$ cat config.mk
export PLATFORM = sky130hd
export DESIGN_NAME = ptoc_top
export DESIGN_NICKNAME = d
export VERILOG_FILES = /design/src/ptoc_pkg.sv /design/src/ptoc_top.sv
export SDC_FILE = /design/constraint.sdc
export NUM_CORES = 1
export LEC_CHECK = 0
export ABC_AREA = 1
export BUFFER_PORTS_ARGS = -buffer_cell sky130_fd_sc_hd__buf_2
export CAP_MARGIN = 20
export CORE_MARGIN = 8
export CORE_UTILIZATION = 49
export DETAILED_ROUTE_END_ITERATION = 8
export GPL_ROUTABILITY_DRIVEN = 1
export PLACE_DENSITY = 0.77
export SLEW_MARGIN = 20
export SYNTH_ARGS = -nofsm -noshare
export SYNTH_HDL_FRONTEND = slang
export SYNTH_SLANG_ARGS = --single-unit
$ cat constraint.sdc
create_clock -name clk_in -period 3.9 [get_ports clk_in]
set_clock_uncertainty 0.1 [all_clocks]
set_input_delay 0.585 -clock clk_in [delete_from_list [all_inputs] [get_ports clk_in]]
set_output_delay 0.585 -clock clk_in [all_outputs]
set_load 0.05 [all_outputs]
$ cat src/ptoc_pkg.sv
// constants and types of the timer output and capture block
`default_nettype none
package ptoc_pkg;
  // =====================================================
  // register offsets
  localparam logic [7:0]  OFF_CONFIG      = 8'h84;
  localparam logic [7:0]  OFF_HIGH_PERIOD = 8'h85;
  localparam logic [7:0]  OFF_LOW_PERIOD  = 8'h86;
  localparam logic [7:0]  OFF_CORRECTION  = 8'h87;
  localparam logic [7:0]  OFF_START_TIME  = 8'h88;
  localparam logic [7:0]  OFF_CAPT_LOW    = 8'h89;
  localparam logic [7:0]  OFF_CAPT_HIGH   = 8'h8A;
  localparam logic [7:0]  OFF_CAPT_FREE   = 8'h8B;
  // =====================================================
  // field positions
  localparam int          BIT_STOP        = 3;
  localparam int          BIT_IDLE_LEVEL  = 2;
  localparam int          CORR_MSB        = 7;
  // =====================================================
  // reset values and timing
  localparam logic [31:0] RESET_WORD      = 32'h00000000;
  localparam logic [31:0] NS_STEP         = 32'h00000010;
  localparam logic [31:0] NS_PER_SECOND   = 32'h3B9ACA00;
  localparam int          STAMP_CLOCK_MHZ = 120;
  // =====================================================
  // timer output states
  typedef enum logic [1:0] {
    ST_IDLE,
    ST_ARMED,
    ST_HIGH,
    ST_LOW
  } ptoc_state_t;
endpackage : ptoc_pkg
`default_nettype wire

$ cat src/ptoc_top.sv
// periodic time output and external time stamp capture
`timescale 1ns/10ps
`default_nettype none
module ptoc_top
(
  input  wire logic        clk_in,
  input  wire logic        reset_in,
  input  wire logic [7:0]  reg_addr_in,
  input  wire logic        reg_wr_in,
  input  wire logic [31:0] reg_wdata_in,
  input  wire logic        reg_rd_in,
  output var  logic [31:0] reg_rdata_out,
  input  wire logic        capture_input_pin_in,
  output var  logic        periodic_time_output_out
);
  // =====================================================
  // registers
  logic [31:0]          output_high_period;
  logic [31:0]          output_low_period;
  logic [7:0]           quantization_correction;
  logic [31:0]          output_start_time;
  logic                 output_idle_level;
  logic [31:0]          capture_stamp_low;
  logic [31:0]          capture_stamp_high;
  logic [31:0]          capture_freerun_count;
  logic [31:0]          ns_count;
  logic [31:0]          sec_count;
  logic [31:0]          freerun;
  logic [31:0]          phase;
  logic [2:0]           capt_sync;
  ptoc_pkg::ptoc_state_t state;
  ptoc_pkg::ptoc_state_t next_state;
  logic                 next_out;
  logic [31:0]          next_rdata;

  // =====================================================
  // write decode
  wire wr_cfg   = reg_wr_in && reg_addr_in == ptoc_pkg::OFF_CONFIG;
  wire wr_hi    = reg_wr_in && reg_addr_in == ptoc_pkg::OFF_HIGH_PERIOD;
  wire wr_lo    = reg_wr_in && reg_addr_in == ptoc_pkg::OFF_LOW_PERIOD;
  wire wr_corr  = reg_wr_in && reg_addr_in == ptoc_pkg::OFF_CORRECTION;
  wire wr_start = reg_wr_in && reg_addr_in == ptoc_pkg::OFF_START_TIME;
  // stop is a strobe only, never stored
  wire stop_pulse = wr_cfg && reg_wdata_in[ptoc_pkg::BIT_STOP];
  wire running    = state != ptoc_pkg::ST_IDLE;
  // idle level frozen once the output has been started
  wire idle_wr = wr_cfg && !running;

  // =====================================================
  // time stamp counters
  wire [31:0] ns_plus   = ns_count + ptoc_pkg::NS_STEP;
  wire        ns_wrap   = ns_plus >= ptoc_pkg::NS_PER_SECOND;
  wire [31:0] ns_next   = ns_wrap ? ns_plus - ptoc_pkg::NS_PER_SECOND
                                  : ns_plus;
  wire [63:0] stamp_now = {sec_count, ns_count};

  always_ff @(posedge clk_in)
  begin
    if (reset_in)
    begin
      ns_count  <= ptoc_pkg::RESET_WORD;
      sec_count <= ptoc_pkg::RESET_WORD;
      freerun   <= ptoc_pkg::RESET_WORD;
    end
    else
    begin
      ns_count  <= ns_next;
      sec_count <= sec_count + {31'h00000000, ns_wrap};
      freerun   <= freerun + ptoc_pkg::NS_STEP;
    end
  end

  // =====================================================
  // capture pin: two-stage sync, third stage for the edge
  wire capt_edge = capt_sync[1] && !capt_sync[2];

  always_ff @(posedge clk_in)
  begin
    if (reset_in)
    begin
      capt_sync             <= 3'h0;
      capture_stamp_low     <= ptoc_pkg::RESET_WORD;
      capture_stamp_high    <= ptoc_pkg::RESET_WORD;
      capture_freerun_count <= ptoc_pkg::RESET_WORD;
    end
    else
    begin
      capt_sync <= {capt_sync[1:0], capture_input_pin_in};
      if (capt_edge)
      begin
        capture_stamp_low     <= stamp_now[31:0];
        capture_stamp_high    <= stamp_now[63:32];
        capture_freerun_count <= freerun;
      end
    end
  end

  // =====================================================
  // timer output sequencer
  // correction stretches every low half by the same amount, so
  // each low half is low period plus correction, rounded up to 16
  wire [31:0] phase_next = phase + ptoc_pkg::NS_STEP;
  wire [31:0] low_limit  = output_low_period
                           + {24'h000000, quantization_correction};
  wire        hi_done    = phase_next >= output_high_period;
  wire        lo_done    = phase_next >= low_limit;
  wire        start_due  = ns_count >= output_start_time;

  always_comb
  begin
    next_state = state;
    case (state)
      ptoc_pkg::ST_IDLE:  next_state = state;
      ptoc_pkg::ST_ARMED:
        if (start_due)
          next_state = ptoc_pkg::ST_HIGH;
      ptoc_pkg::ST_HIGH:
        if (hi_done)
          next_state = ptoc_pkg::ST_LOW;
      ptoc_pkg::ST_LOW:
        if (lo_done)
          next_state = ptoc_pkg::ST_HIGH;
      default: next_state = ptoc_pkg::ST_IDLE;
    endcase
    if (wr_start)
      next_state = ptoc_pkg::ST_ARMED;
    if (stop_pulse && running)
      next_state = ptoc_pkg::ST_IDLE;
  end

  wire next_idle = idle_wr ? reg_wdata_in[ptoc_pkg::BIT_IDLE_LEVEL]
                           : output_idle_level;
  always_comb
  begin
    case (next_state)
      ptoc_pkg::ST_HIGH: next_out = 1'b1;
      ptoc_pkg::ST_LOW:  next_out = 1'b0;
      default:           next_out = next_idle;
    endcase
  end

  wire phase_clear = next_state != state || wr_start;

  always_ff @(posedge clk_in)
  begin
    if (reset_in)
    begin
      state                    <= ptoc_pkg::ST_IDLE;
      phase                    <= ptoc_pkg::RESET_WORD;
      output_idle_level        <= 1'b0;
      periodic_time_output_out <= 1'b0;
    end
    else
    begin
      state                    <= next_state;
      phase                    <= phase_clear ? ptoc_pkg::RESET_WORD
                                              : phase_next;
      output_idle_level        <= next_idle;
      periodic_time_output_out <= next_out;
    end
  end

  // =====================================================
  // host registers
  always_ff @(posedge clk_in)
  begin
    if (reset_in)
    begin
      output_high_period      <= ptoc_pkg::RESET_WORD;
      output_low_period       <= ptoc_pkg::RESET_WORD;
      quantization_correction <= 8'h00;
      output_start_time       <= ptoc_pkg::RESET_WORD;
    end
    else
    begin
      if (wr_hi)
        output_high_period <= reg_wdata_in;
      if (wr_lo)
        output_low_period <= reg_wdata_in;
      if (wr_corr)
        quantization_correction <= reg_wdata_in[ptoc_pkg::CORR_MSB:0];
      if (wr_start)
        output_start_time <= reg_wdata_in;
    end
  end

  // stop bit always reads zero; idle level reads on bit 2, all other bits zero
  wire [31:0] cfg_view = {29'h00000000, output_idle_level, 2'h0};

  always_comb
  begin
    case (reg_addr_in)
      ptoc_pkg::OFF_CONFIG:      next_rdata = cfg_view;
      ptoc_pkg::OFF_HIGH_PERIOD: next_rdata = output_high_period;
      ptoc_pkg::OFF_LOW_PERIOD:  next_rdata = output_low_period;
      ptoc_pkg::OFF_CORRECTION:
        next_rdata = {24'h000000, quantization_correction};
      ptoc_pkg::OFF_START_TIME:  next_rdata = output_start_time;
      ptoc_pkg::OFF_CAPT_LOW:    next_rdata = capture_stamp_low;
      ptoc_pkg::OFF_CAPT_HIGH:   next_rdata = capture_stamp_high;
      ptoc_pkg::OFF_CAPT_FREE:   next_rdata = capture_freerun_count;
      default:                   next_rdata = ptoc_pkg::RESET_WORD;
    endcase
  end

  always_ff @(posedge clk_in)
  begin
    if (reset_in)
      reg_rdata_out <= ptoc_pkg::RESET_WORD;
    else if (reg_rd_in)
      reg_rdata_out <= next_rdata;
  end
endmodule : ptoc_top
`default_nettype wire

; Word level (Yosys, flattened, before mapping)
; Cells that the tools add are included.
[word_totals]
register_bits = 367
input_bits = 45
wordCells = 65
[op_classes]
n_addsub = 6
n_lt_le_gt_ge = 4
n_eq_ne = 14
n_mux = 10
n_reduce_logical = 15
[op_table]
columns = op, count
row1 = $pmux W32 S8, 1
row2 = $add A32 B5 Y32 const B, 3
row3 = $ge A32 B32 Y1, 3
row4 = $eq A8 B8 Y1 const B, 8
row5 = $add A32 B1 Y32, 1
row6 = $add A32 B8 Y32, 1
row7 = $ge A32 B30 Y1 const B, 1
row8 = $mux W32, 1
row9 = $sub A32 B30 Y32 const B, 1
row10 = $mux W2, 5
row11 = $logic_and A1 B1 Y1, 9
row12 = $eq A2 B2 Y1 const B, 4
row13 = $pmux W2 S4, 1
row14 = $eq A2 B1 Y1 const B, 1
row15 = $logic_not A1 Y1, 2
row16 = $logic_not A2 Y1, 1
row17 = $ne A2 B2 Y1, 1
row18 = $pmux W1 S2, 1
row19 = $reduce_bool A2 Y1, 1
row20 = $reduce_or A2 Y1, 1
row21 = $logic_or A1 B1 Y1, 1
row22 = $mux W1, 1

; Logic depth before layout (Yosys ltp)
; Gate-level depths: netlist (run 1).
[depth]
word_depth = 9
mapped_depth = 30

; Worst setup path after synthesis (run 1)
; No wires, ideal clock.
[synth_timing]
path_type = register to register
from = register ns_count[4]
to = register sec_count[28]
arrival_time_ns = 3.847
slack_ns = -0.162
stages_incl_launch_ff = 27
period_less_slack_ns = 4.062
path_cell_list = dfxtp_1 ha_1 nand2_2 nor2_4 nand2_4 nor2_4 nand3_1 nand2_1 nand2_2 inv_2 nand2_2 nor2_4 nand2_1 nand3_4 buf_8 ha_1 ha_1 nand2_1 nor2_1 nand2_1 nor2_1 nand2_1 nor3_1 or3b_2 nor2_1 a21oi_1 o21a_1
[synth_between]
elab_chain_len = 3
[synth_rtl]
columns = element, line
row1 = "start, declared", ptoc_top.sv:26  ; logic [31:0] ns_count;
row2 = "start signal, assigned", ptoc_top.sv:61  ; ns_count <= ptoc_pkg::RESET_WORD;
row3 = "start signal, assigned", ptoc_top.sv:67  ; ns_count <= ns_next;
row4 = $add A32 B5 Y32, ptoc_top.sv:51  ; wire [31:0] ns_plus = ns_count + ptoc_pkg::NS_STEP;
row5 = $ge A32 B30 Y1, ptoc_top.sv:52  ; wire ns_wrap = ns_plus >= ptoc_pkg::NS_PER_SECOND;
row6 = $add A32 B1 Y32, ptoc_top.sv:68  ; sec_count <= sec_count + {31'h00000000, ns_wrap};
row7 = "end signal, assigned", ptoc_top.sv:62  ; sec_count <= ptoc_pkg::RESET_WORD;
row8 = "end signal, assigned", ptoc_top.sv:68
row9 = "end, declared", ptoc_top.sv:27  ; logic [31:0] sec_count;
; Every way passes these cells.
; A chain may end at the register's enable or synchronous reset.

; Worst setup path in the final report (run 1)
[layout_timing]
from = register phase[4]
to = register phase[6]
[layout_between]
elab_chain_len = 9
[layout_rtl]
columns = element, line
row1 = "start, declared", ptoc_top.sv:29  ; logic [31:0] phase;
row2 = "start signal, assigned", ptoc_top.sv:149  ; phase <= ptoc_pkg::RESET_WORD;
row3 = "start signal, assigned", ptoc_top.sv:156  ; phase <= phase_clear ? ptoc_pkg::RESET_WORD
row4 = $add A32 B5 Y32 (*), ptoc_top.sv:102  ; wire [31:0] phase_next = phase + ptoc_pkg::NS_STEP;
row5 = via phase_next[31], ptoc_top.sv:102
row6 = $ge A32 B32 Y1 (on tied branches), "ptoc_top.sv:106, ptoc_top.sv:105"
row7 = $mux W2 (on tied branches), "ptoc_top.sv:121, ptoc_top.sv:118"
row8 = $pmux W2 S4 (*), ptoc_top.sv:112  ; case (state)
row9 = $mux W2 (*), ptoc_top.sv:125  ; if (wr_start)
row10 = $mux W2 (*), ptoc_top.sv:127  ; if (stop_pulse && running)
row11 = $ne A2 B2 Y1 (*), ptoc_top.sv:142  ; wire phase_clear = next_state != state || wr_start;
row12 = $logic_or A1 B1 Y1 (*), ptoc_top.sv:142
row13 = $reduce_or A2 Y1 (no source line) (*), --
; Mark *: on every way through the listed nets, which the timed path passes. The rest lies on a longest branch.

==> impl_metrics.py, run 1 <==
metrics = {
    "floorplan": {
        "die_area_um2": 44630,
        "coreArea_um2": 37580,
        "die_y_um": 211.3,
        "initial_core_util": 0.4972,
        "row_count": 71,
        "ioPinCount": 78,
        "fp.dieW_um": 211.3,
    },
    "cells_and_area": {
        "fill_cells": 3324,
        "area_growth_pct": 21.64,
        "antenna_cells": 0,
        "final_core_util": 0.6047,
        "drive_above_1_share": 0.2031,
        "instances_no_fill": 3392,
        "final_nets": 3001,
    },
    "worst_setup_path": {
        "cp.arrival_ns": 4.32,
        "crit_required_ns": 4.29,
        "critPathMaxStageDelay_ns": 0.38,
        "crit_start": "phase[4]",
        "cp_common_cell": "nor2_4",
        "timing.rr.start": "phase[4]",
        "cp-end-kind": "flip-flop",
        "crit_buf_inv": 2,
        "slowest_stage": "dfxtp_4",
        "cp_max_fo": 7,
        "critPathLaunchType": "flip-flop",
        "worst-setup-path-type": "reg2reg",
        "path_delay_family": "simple AND/OR/NAND/NOR gates",
    },
    "min_path": {
        "hp-class": "in2reg",
        "hold_start": "capture_input_pin_in",
    },
    "clock_tree": {
        "cts_made_buffers": 39,
        "htree_levels": 2,
        "cts_hold_buf": 0,
        "cts_tree": "done",
        "clock-sinks": 347,
        "clock_latency_ns": 0.56,
        "path_clk_slew_ns": 0.06,
        "cts_root_buffer": "clkbuf_16",
        "cts.path.max_buffers": 3,
    },
    "timing": {
        "max-slew-margin-rel": 0.4252,
        "hold_viol_final": 0,
        "tns_ns": -0.1368,
        "setup_violations": 15,
        "worst_slack_ns": -0.02948,
        "fin_crit_sh": 1.008,
        "worst_pin_slew_ns": 0.8622,
        "fmax_ghz": 0.2545,
        "period_needed_ns": 3.929,
        "maxSlewViolCount": 0,
        "rsz0062_at_grt": "true",
        "holdWs_ns": 0.1487,
    },
    "synthesis": {
        "synth_edf_count": 0,
        "synth-seq-cells": 347,
        "syn_area_per_cell_um2": 6.963,
        "async_flop_share": 0,
        "synth_top_area_share": 0.3718,
        "synth_ff_type": "dfxtp_1",
        "yosysUniqueCellTypes": 52,
        "synthTopCellsByArea": "dfxtp_1 (37%), nand2_1 (11%), a21oi_1 (8.1%)",
        "syn-cell-area_um2": 18680,
        "synth_top_cells_by_count": "nand2_1 (538), dfxtp_1 (347), inv_1 (320), a21oi_1 (303), nor2_1 (254)",
        "yosys_warnings": 0,
        "syn_inst": 2683,
        "synth_seq_area_share": 0.3718,
        "yosysTopAreaCell": "dfxtp_1",
        "synth_fp_nets": 2828,
        "synth_most_common_cell": "nand2_1",
    },
    "routing": {
        "route.vias.total": 18900,
        "dr.pass1.iters": 5,
        "vias_per_cell": 5.571,
        "ant_nets": 0,
        "wl_um": 60500,
        "drc_errors": 0,
        "drt_iter0_markers": 1855,
        "wl_per_cell_um": 17.84,
    },
    "placement": {
        "dp.cells": 3292,
        "place_ws_ns": -0.3028,
        "io_buffers": 77,
        "gp_congestion": 0.9630,
        "dp_hpwl_um": 44190,
    },
    "grt": {
        "grtUsageTotal": 0.2575,
        "antenna_found_initial": 1,
        "grt_max_degree": 101,
        "grt_pass1_wl_um": 92130,
        "first_global_vias": 17620,
        "overflow": 0,
    },
    "pwr": {
        "power_density_nw_per_um2": 360.3,
        "peakVddDrop_v": 0.0003330,
        "power_leakage_uw": 0.009006,
    },
    "outcome": {
        "violations": "negative setup slack",
        "status": "finished, violations left",
    },
    "job": {
        "cap_violations": 0,
    },
}
[power by group]
part / leakage (uW) / switching [uW] / internal, uW
Clock: 0.000620 / 1490 / 2210
Combinational: 0.00556 / 517 / 278
Sequential: 0.00282 / 68.7 / 3620
[layout make-up]
cell class	count	area, um2	share of cell area
sequential	347	6998	0.3080
multi-input combinational	1895	10860	0.4780
clock inverter	12	153.9	0.006772
timing repair buffer	233	1662	0.07312
tap	511	639.4	0.02814
clock buffer	54	1122	0.04939
inverter	340	1287	0.05666
[per-stage QoR]
| step | power, uW | instance area (um2) |
|---|---|---|
| after floorplan | 4205 | 18700 |
| after global placement | 4463 | 20270 |
| after detailed placement | 4483 | 20270 |
| after CTS | 8169 | 21770 |
| after global routing | 8471 | 22720 |
| final | 8187 | 22720 |
[routing by layer]
layer | wire length [um] | part of all wire | track usage | vias up
met5 | 12 | 0.00020 | 0 | -
met4 | 3058 | 0.051 | 0.1351 | 2
met3 | 3920 | 0.065 | 0.03442 | 176
met2 | 27630 | 0.46 | 0.4141 | 720
met1 | 25880 | 0.43 | 0.3335 | 8803
li1 | - | - | - | 9197
[what timing repair did]
action                     in CTS  in global routing
gates resized for setup        44                196
pin swaps                      13                 64
setup buffers                   6                 23
setup endpoints to repair      32                 48
gates cloned                    1                  2
[path summary, 6_finish.rpt]
| check | depth (start not counted) | slack, ns | endpoint |
|---|---|---|---|
| worst max-delay path | 27 | -0.03 | phase[6] |
| worst min-delay path | 3 | 0.15 | capt_sync[0] |
| worst max register to register | 27 | -0.03 | phase[6] |
| worst min register to register | 2 | 0.30 | capt_sync[1] |
[flip-flops by register name (all words and copies together), names as in the netlist]
name / cells
output_idle_level: 1
capture_stamp_high: 32
quantization_correction: 8
output_start_time: 32
output_low_period: 32
ns_count: 28
reg_rdata_out: 32
freerun: 28
periodic_time_output_out: 1
phase: 28
output_high_period: 32
capture_freerun_count: 28
sec_count: 32
state: 2
capt_sync: 3
capture_stamp_low: 28
[layout by cell type (no fill, tap or decap), types with 7 or more instances in the layout]
cell type | Yosys | final
o22ai_1 | 34 | 34
nor2_2 | 19 | 41
o21a_1 | 11 | 11
o2111ai_1 | 15 | 15
ha_4 | 0 | 9
nor4_1 | 13 | 10
clkbuf_8 | 0 | 9
xor2_1 | 43 | 39
inv_2 | 17 | 20
clkbuf_16 | 0 | 41
ha_1 | 99 | 89
nor3b_1 | 13 | 13
nand2_4 | 3 | 9
a21oi_2 | 17 | 19
buf_4 | 0 | 149
a21oi_1 | 303 | 300
dfxtp_1 | 347 | 316
nand4_1 | 47 | 47
xnor2_1 | 8 | 8
nand3_1 | 112 | 99
nor2_1 | 254 | 193
nand2_1 | 538 | 500
nor2_4 | 10 | 49
nand3_2 | 4 | 14
buf_2 | 0 | 76
dfxtp_2 | 0 | 26
o21ai_0 | 240 | 235
nor3_1 | 39 | 33
inv_1 | 320 | 314
o31ai_1 | 7 | 7
nand2_2 | 30 | 62
[worst reg2reg max path, cell delays in order (launching register included)]
cell and delay [ns]:
dfxtp_4 0.38, nand3_4 0.09, nor2_4 0.13, nand3_2 0.11
nor2_4 0.12, nand2_2 0.09, nor2_4 0.13, nand2_2 0.09
nor2_4 0.15, nand2_2 0.10, nor2_4 0.15, nand4_1 0.15
xor2_2 0.22, inv_2 0.07, ha_1 0.29, nand2_1 0.07
nor2_2 0.12, nand2_2 0.12, nor4_2 0.17, nand2_1 0.10
nand2_1 0.09, nand2_1 0.05, nand4_1 0.09, nand2_1 0.10
nand2_2 0.10, nand3_4 0.16, buf_12 0.21, nor2_4 0.11
[cells by family (layout without fill, tap and decap cells)]
| logic type | after synthesis | count (layout) | synth area share |
|---|---|---|---|
| simple gates | 1096 | 1096 | 0.2580 |
| flops | 347 | 347 | 0.3718 |
| fa+ha+maj | 100 | 100 | 0.06738 |
| xor+xnor | 51 | 51 | 0.02391 |
| buf+inv | 441 | 639 | 0.09042 |
| compound gates | 648 | 648 | 0.1885 |
(Power assumes the default switching activity.)
==> run 2, diff against run 1 <==
--- a/config.mk
+++ b/config.mk
@@ -13,6 +13,7 @@
 export DETAILED_ROUTE_END_ITERATION = 8
 export GPL_ROUTABILITY_DRIVEN = 1
 export PLACE_DENSITY = 0.77
+export REMOVE_ABC_BUFFERS = 1
 export SLEW_MARGIN = 20
 export SYNTH_ARGS = -nofsm -noshare
 export SYNTH_HDL_FRONTEND = slang
==> run 2 against run 1 <==
  * The flow still finishes with violations (negative setup slack)
  * Via count increased by 1.4%
  * First-iteration DRC count decreased by 19%
  * Sequential power about the same
  * Register-to-register slack got worse by 0.15 ns
  * Final cell count increased by 0.62%
  * Setup slack got worse by 0.15 ns
  * Power increased by 0.30%
  * Combinational power increased by 2%
  * Clock power about the same
  * Critical path type unchanged
  * Critical endpoint is now phase[17]
  * Largest cell class unchanged
==> impl_metrics.py, run 2 (synthesis gave the netlist of run 1 again) <==
metrics = {
    "timing": {
        "fmax_ghz": 0.2450,
        "worst_pin_slew_ns": 0.8698,
        "max-slew-margin-rel": 0.4187,
        "fin_crit_sh": 1.046,
        "period_needed_ns": 4.081,
        "worst_slack_ns": -0.1809,
        "maxSlewViolCount": 0,
        "hold_viol_final": 0,
        "setup_violations": 29,
        "rsz0062_at_grt": "true",
    },
    "grt": {
        "grt_pass1_wl_um": 93610,
        "antenna_found_initial": 0,
        "grt_max_degree": 132,
        "overflow": 0,
        "grtUsageTotal": 0.2598,
        "first_global_vias": 18050,
    },
    "worst_setup_path": {
        "cp.arrival_ns": 4.47,
        "cp-end-kind": "flip-flop",
        "cp_max_fo": 7,
        "worst-setup-path-type": "reg2reg",
        "critPathLaunchType": "flip-flop",
        "crit_required_ns": 4.29,
    },
    "routing": {
        "drt_iter0_markers": 1507,
        "wl_um": 61860,
        "drc_errors": 0,
        "vias_per_cell": 5.616,
        "route.vias.total": 19170,
        "ant_nets": 0,
        "wl_per_cell_um": 18.13,
        "dr.pass1.iters": 6,
    },
    "floorplan": {
        "initial_core_util": 0.4972,
        "coreArea_um2": 37580,
        "fp.dieW_um": 211.3,
        "row_count": 71,
        "die_y_um": 211.3,
        "ioPinCount": 78,
        "die_area_um2": 44630,
    },
    "cells_and_area": {
        "mostFrequentLayoutCell": "nand2_1",
        "final_nets": 3019,
        "drive_above_1_share": 0.2047,
        "postLayoutCellArea_um2": 22790,
        "mostFrequentLayoutCells": "nand2_1 (502), dfxtp_1 (321), inv_1 (313), a21oi_1 (297), o21ai_0 (234)",
        "antenna_cells": 0,
        "instances_no_fill": 3413,
        "area_growth_pct": 21.97,
    },
    "clock_tree": {
        "clock_latency_ns": 0.56,
        "cts_tree": "done",
        "clock-sinks": 347,
        "path_clk_slew_ns": 0.06,
        "htree_levels": 2,
        "cts_root_buffer": "clkbuf_16",
        "cts_hold_buf": 0,
        "cts_made_buffers": 39,
        "cts.path.max_buffers": 3,
    },
    "min_path": {
        "hp-class": "in2reg",
    },
    "outcome": {
        "violations": "negative setup slack",
        "status": "finished, violations left",
    },
    "placement": {
        "io_buffers": 77,
        "dp_hpwl_um": 44800,
        "dp.cells": 3312,
        "place_area_um2": 20430,
        "gp_congestion": 0.9408,
    },
    "pwr": {
        "peakVddDrop_v": 0.0003337,
        "power_density_nw_per_um2": 360.4,
        "power_leakage_uw": 0.009121,
    },
    "job": {
        "cap_violations": 0,
    },
}
run 2: metal layers:
layer,vias up,track usage,routed length (um)
li1,9246,-,-
met1,9028,0.3381,26750
met2,731,0.4247,28820
met3,163,0.03976,3717
met4,0,0.1093,2573
met5,-,0,0
run 2: final cells by class:
type | count | area [um2]
Fill cell | 3359 | 14790
Multi-Input combinational cell | 1895 | 10810
Sequential cell | 347 | 6992
Timing Repair Buffer | 251 | 1793
Inverter | 340 | 1285
Clock buffer | 51 | 1061
Tap cell | 511 | 639.4
Clock inverter | 18 | 202.7
run 2: power by group:
group	internal, uW	leakage (uW)	total (uW)	switching (uW)
clock network	2190	0.000624	3710	1530
registers	3620	0.00282	3690	66.8
logic	285	0.00568	810	525
total	6090	0.00912	8210	2120
run 2: final timing paths:
check	from	to	slack [ns]	cells past startpoint
worst max register to register	phase[8]	phase[17]	-0.18	26
worst min-delay path	capture_input_pin_in	capt_sync[0]	0.15	3
worst min register to register	capt_sync[0]	capt_sync[1]	0.30	2
worst max-delay path	phase[8]	phase[17]	-0.18	26
run 2: what timing repair did:
item / CTS / global route
cloned: 0 / 3
endpoints found under the setup margin: 33 / 47
hold endpoints to repair: 0 / 0
pin swaps: 7 / 61
gates resized for setup: 32 / 191
buffers inserted: 5 / 24
run 2: worst max-delay path, cell delays in order, from the launching register on:
cell       delay [ns]
dfxtp_1          0.38
nand2_1          0.12
nor2_4           0.14
nand3_2          0.12
nor2_4           0.12
nand2_1          0.11
nor2_2           0.15
nand2_1          0.12
nor2_2           0.14
nand2_2          0.10
nor2_4           0.15
buf_4            0.15
xor2_4           0.19
inv_1            0.12
ha_1             0.34
a21oi_1          0.21
o21ai_1          0.08
nand2_1          0.06
o2111ai_1        0.13
nor2_1           0.16
nand2_1          0.10
nand4_1          0.12
nand2_1          0.09
nand2_2          0.08
nand3_4          0.12
clkbuf_16        0.21
nor2_2           0.10
run 2: through the flow:
step / TNS (ns) / total power, uW / hold slack [ns] / setup slack, ns / util
after floorplan: -110.75 / 4170 / 0.2883 / -2.510 / -
after global placement: -3.320 / 4482 / 0.2932 / -0.1159 / 0.5436
after detailed placement: -7.884 / 4503 / 0.2938 / -0.2921 / 0.5436
after CTS: 0 / 8177 / 0.1209 / 0.0004721 / 0.5809
after global routing: -10.79 / 8475 / 0.1513 / -0.3976 / 0.6064
final: -4.089 / 8212 / 0.1461 / -0.1809 / 0.6064
==> run 3, diff against run 2 <==
--- a/config.mk
+++ b/config.mk
@@ -12,7 +12,7 @@
 export CORE_UTILIZATION = 49
 export DETAILED_ROUTE_END_ITERATION = 8
 export GPL_ROUTABILITY_DRIVEN = 1
-export PLACE_DENSITY = 0.77
+export PLACE_DENSITY = 0.75
 export REMOVE_ABC_BUFFERS = 1
 export SLEW_MARGIN = 20
 export SYNTH_ARGS = -nofsm -noshare
==> constraint.sdc (replaced) <==
create_clock -name clk_in -period 3.85 [get_ports clk_in]
set_clock_uncertainty 0.1 [all_clocks]
set_input_delay 0.5775 -clock clk_in [delete_from_list [all_inputs] [get_ports clk_in]]
set_output_delay 0.5775 -clock clk_in [all_outputs]
set_load 0.05 [all_outputs]
==> run 3 against run 2 <==
  * The run still ends with negative setup slack left
  * Design area up 2.5%
  * Combinational power up 3.1%
  * Setup slack worse by 0.0064 ns
  * Sequential cell count unchanged
  * Hold slack worse by 0.017 ns
  * Global-route usage up 0.67 points
  * Critical path type unchanged
  * Largest power group unchanged
  * Highest routed layer unchanged
==> impl_metrics.py, run 3 (synthesis gave the netlist of run 1 again) <==
metrics = {
    "outcome": {
        "status": "finished, violations left",
        "violations": "negative setup slack",
    },
    "timing": {
        "setup_violations": 28,
        "hold_viol_final": 0,
        "tns_ns": -2.616,
        "rsz0062_at_grt": "true",
        "maxSlewViolCount": 0,
        "fin_crit_sh": 1.049,
        "period_needed_ns": 4.037,
        "max-slew-margin-rel": 0.3263,
        "worst_pin_slew_ns": 1.007,
        "worst_slack_ns": -0.1873,
        "fmax_ghz": 0.2477,
    },
    "cells_and_area": {
        "area_growth_pct": 24.97,
        "final_core_util": 0.6213,
        "antenna_cells": 0,
        "drive_above_1_share": 0.2232,
        "mostFrequentLayoutCell": "nand2_1",
        "final_nets": 3067,
        "mostFrequentLayoutCells": "nand2_1 (499), dfxtp_1 (319), inv_1 (316), a21oi_1 (295), o21ai_0 (236)",
        "postLayoutCellArea_um2": 23350,
        "fill_cells": 3277,
        "instances_no_fill": 3463,
    },
    "worst_setup_path": {
        "crit_required_ns": 4.25,
        "critPathLaunchType": "flip-flop",
        "cp-end-kind": "flip-flop",
        "cp_max_fo": 7,
        "worst-setup-path-type": "reg2reg",
        "cp.arrival_ns": 4.44,
    },
    "clock_tree": {
        "cts_root_buffer": "clkbuf_16",
        "cts_tree": "done",
        "path_clk_slew_ns": 0.06,
        "cts_made_buffers": 40,
        "clock_latency_ns": 0.57,
        "cts.path.max_buffers": 3,
        "clock-sinks": 347,
        "htree_levels": 2,
        "cts_hold_buf": 0,
    },
    "routing": {
        "drc_errors": 0,
        "dr.pass1.iters": 7,
        "ant_nets": 0,
        "drt_iter0_markers": 1741,
        "wl_um": 61900,
        "vias_per_cell": 5.580,
        "wl_per_cell_um": 17.87,
        "route.vias.total": 19330,
    },
    "placement": {
        "dp_hpwl_um": 44320,
        "place_area_um2": 20490,
        "place_ws_ns": -0.2754,
        "io_buffers": 77,
        "gp_congestion": 0.9554,
        "dp.cells": 3320,
    },
    "floorplan": {
        "die_y_um": 211.3,
        "row_count": 71,
        "initial_core_util": 0.4972,
        "ioPinCount": 78,
        "fp.dieW_um": 211.3,
        "die_area_um2": 44630,
        "coreArea_um2": 37580,
    },
    "pwr": {
        "power_density_nw_per_um2": 363.6,
        "peakVddDrop_v": 0.0003515,
        "power_leakage_uw": 0.009419,
    },
    "grt": {
        "first_global_vias": 18680,
        "grtUsageTotal": 0.2665,
        "grt_max_degree": 137,
        "antenna_found_initial": 0,
        "grt_pass1_wl_um": 96190,
        "overflow": 0,
    },
    "job": {
        "cap_violations": 0,
    },
    "min_path": {
        "hp-class": "in2reg",
    },
}
run 3: final timing paths:
check                           slack [ns]  depth (start not counted)                 start            to
worst min register to register        0.30                          2          capt_sync[0]  capt_sync[1]
worst max-delay path                 -0.19                         27              phase[9]     phase[19]
worst max register to register       -0.19                         27              phase[9]     phase[19]
worst min-delay path                  0.13                          3  capture_input_pin_in  capt_sync[0]
run 3: what timing repair did:
item / CTS / global route
gates resized for setup: 88 / 160
endpoints found under the setup margin: 34 / 46
cloned: 3 / 0
pin swaps: 48 / 83
buffers inserted: 42 / 30
run 3: power by group:
part	total, uW	internal (uW)	switching, uW	leakage, uW
clock network	3910	2330	1580	0.000661
registers	3740	3670	68.7	0.00282
logic	835	302	533	0.00594
total	8490	6310	2180	0.00942
run 3: stage by stage:
step	hold WS (ns)	power, uW
after floorplan	0.2883	4225
after global placement	0.2934	4534
after detailed placement	0.2954	4556
after CTS	0.1067	8472
after global routing	0.1198	8763
final	0.1294	8488
run 3: area by class of cell:
| class | instances | area [um2] | share of cell area |
|---|---|---|---|
| repair buffers | 298 | 2173 | 0.09309 |
| clock inverters | 18 | 237.7 | 0.01018 |
| inverters | 340 | 1285 | 0.05504 |
| well taps | 511 | 639.4 | 0.02739 |
| flip-flops and latches | 347 | 6989 | 0.2994 |
| multi-input cells | 1895 | 10900 | 0.4668 |
| clock buffers | 54 | 1124 | 0.04813 |
run 3: worst max-delay path, cell delays in order (launching register included):
cell,delay [ns]
dfxtp_1,0.41
nand2_2,0.13
nor3_4,0.27
buf_6,0.15
nand4_1,0.14
nor2_1,0.19
nand2_1,0.11
nor2_2,0.17
nand4_1,0.17
nor2_2,0.18
nand3_2,0.08
nand2_2,0.10
inv_2,0.07
ha_4,0.26
nand2_2,0.05
nor2_2,0.10
nand2_2,0.09
nor4_2,0.16
nand2_1,0.10
nand2_1,0.07
nand2_1,0.05
nand4_1,0.13
nand2_1,0.10
nand2_2,0.09
nand3_4,0.10
buf_12,0.16
buf_16,0.15
nor2_4,0.10
run 3: per-layer routing:
metal  vias to the layer above  share of wire  global-route usage
met5                         -              0                   0
met3                       193          0.065             0.03724
met1                      9045           0.42              0.3354
li1                       9340              -                   -
met2                       747           0.46              0.4393
met4                         0          0.047              0.1407
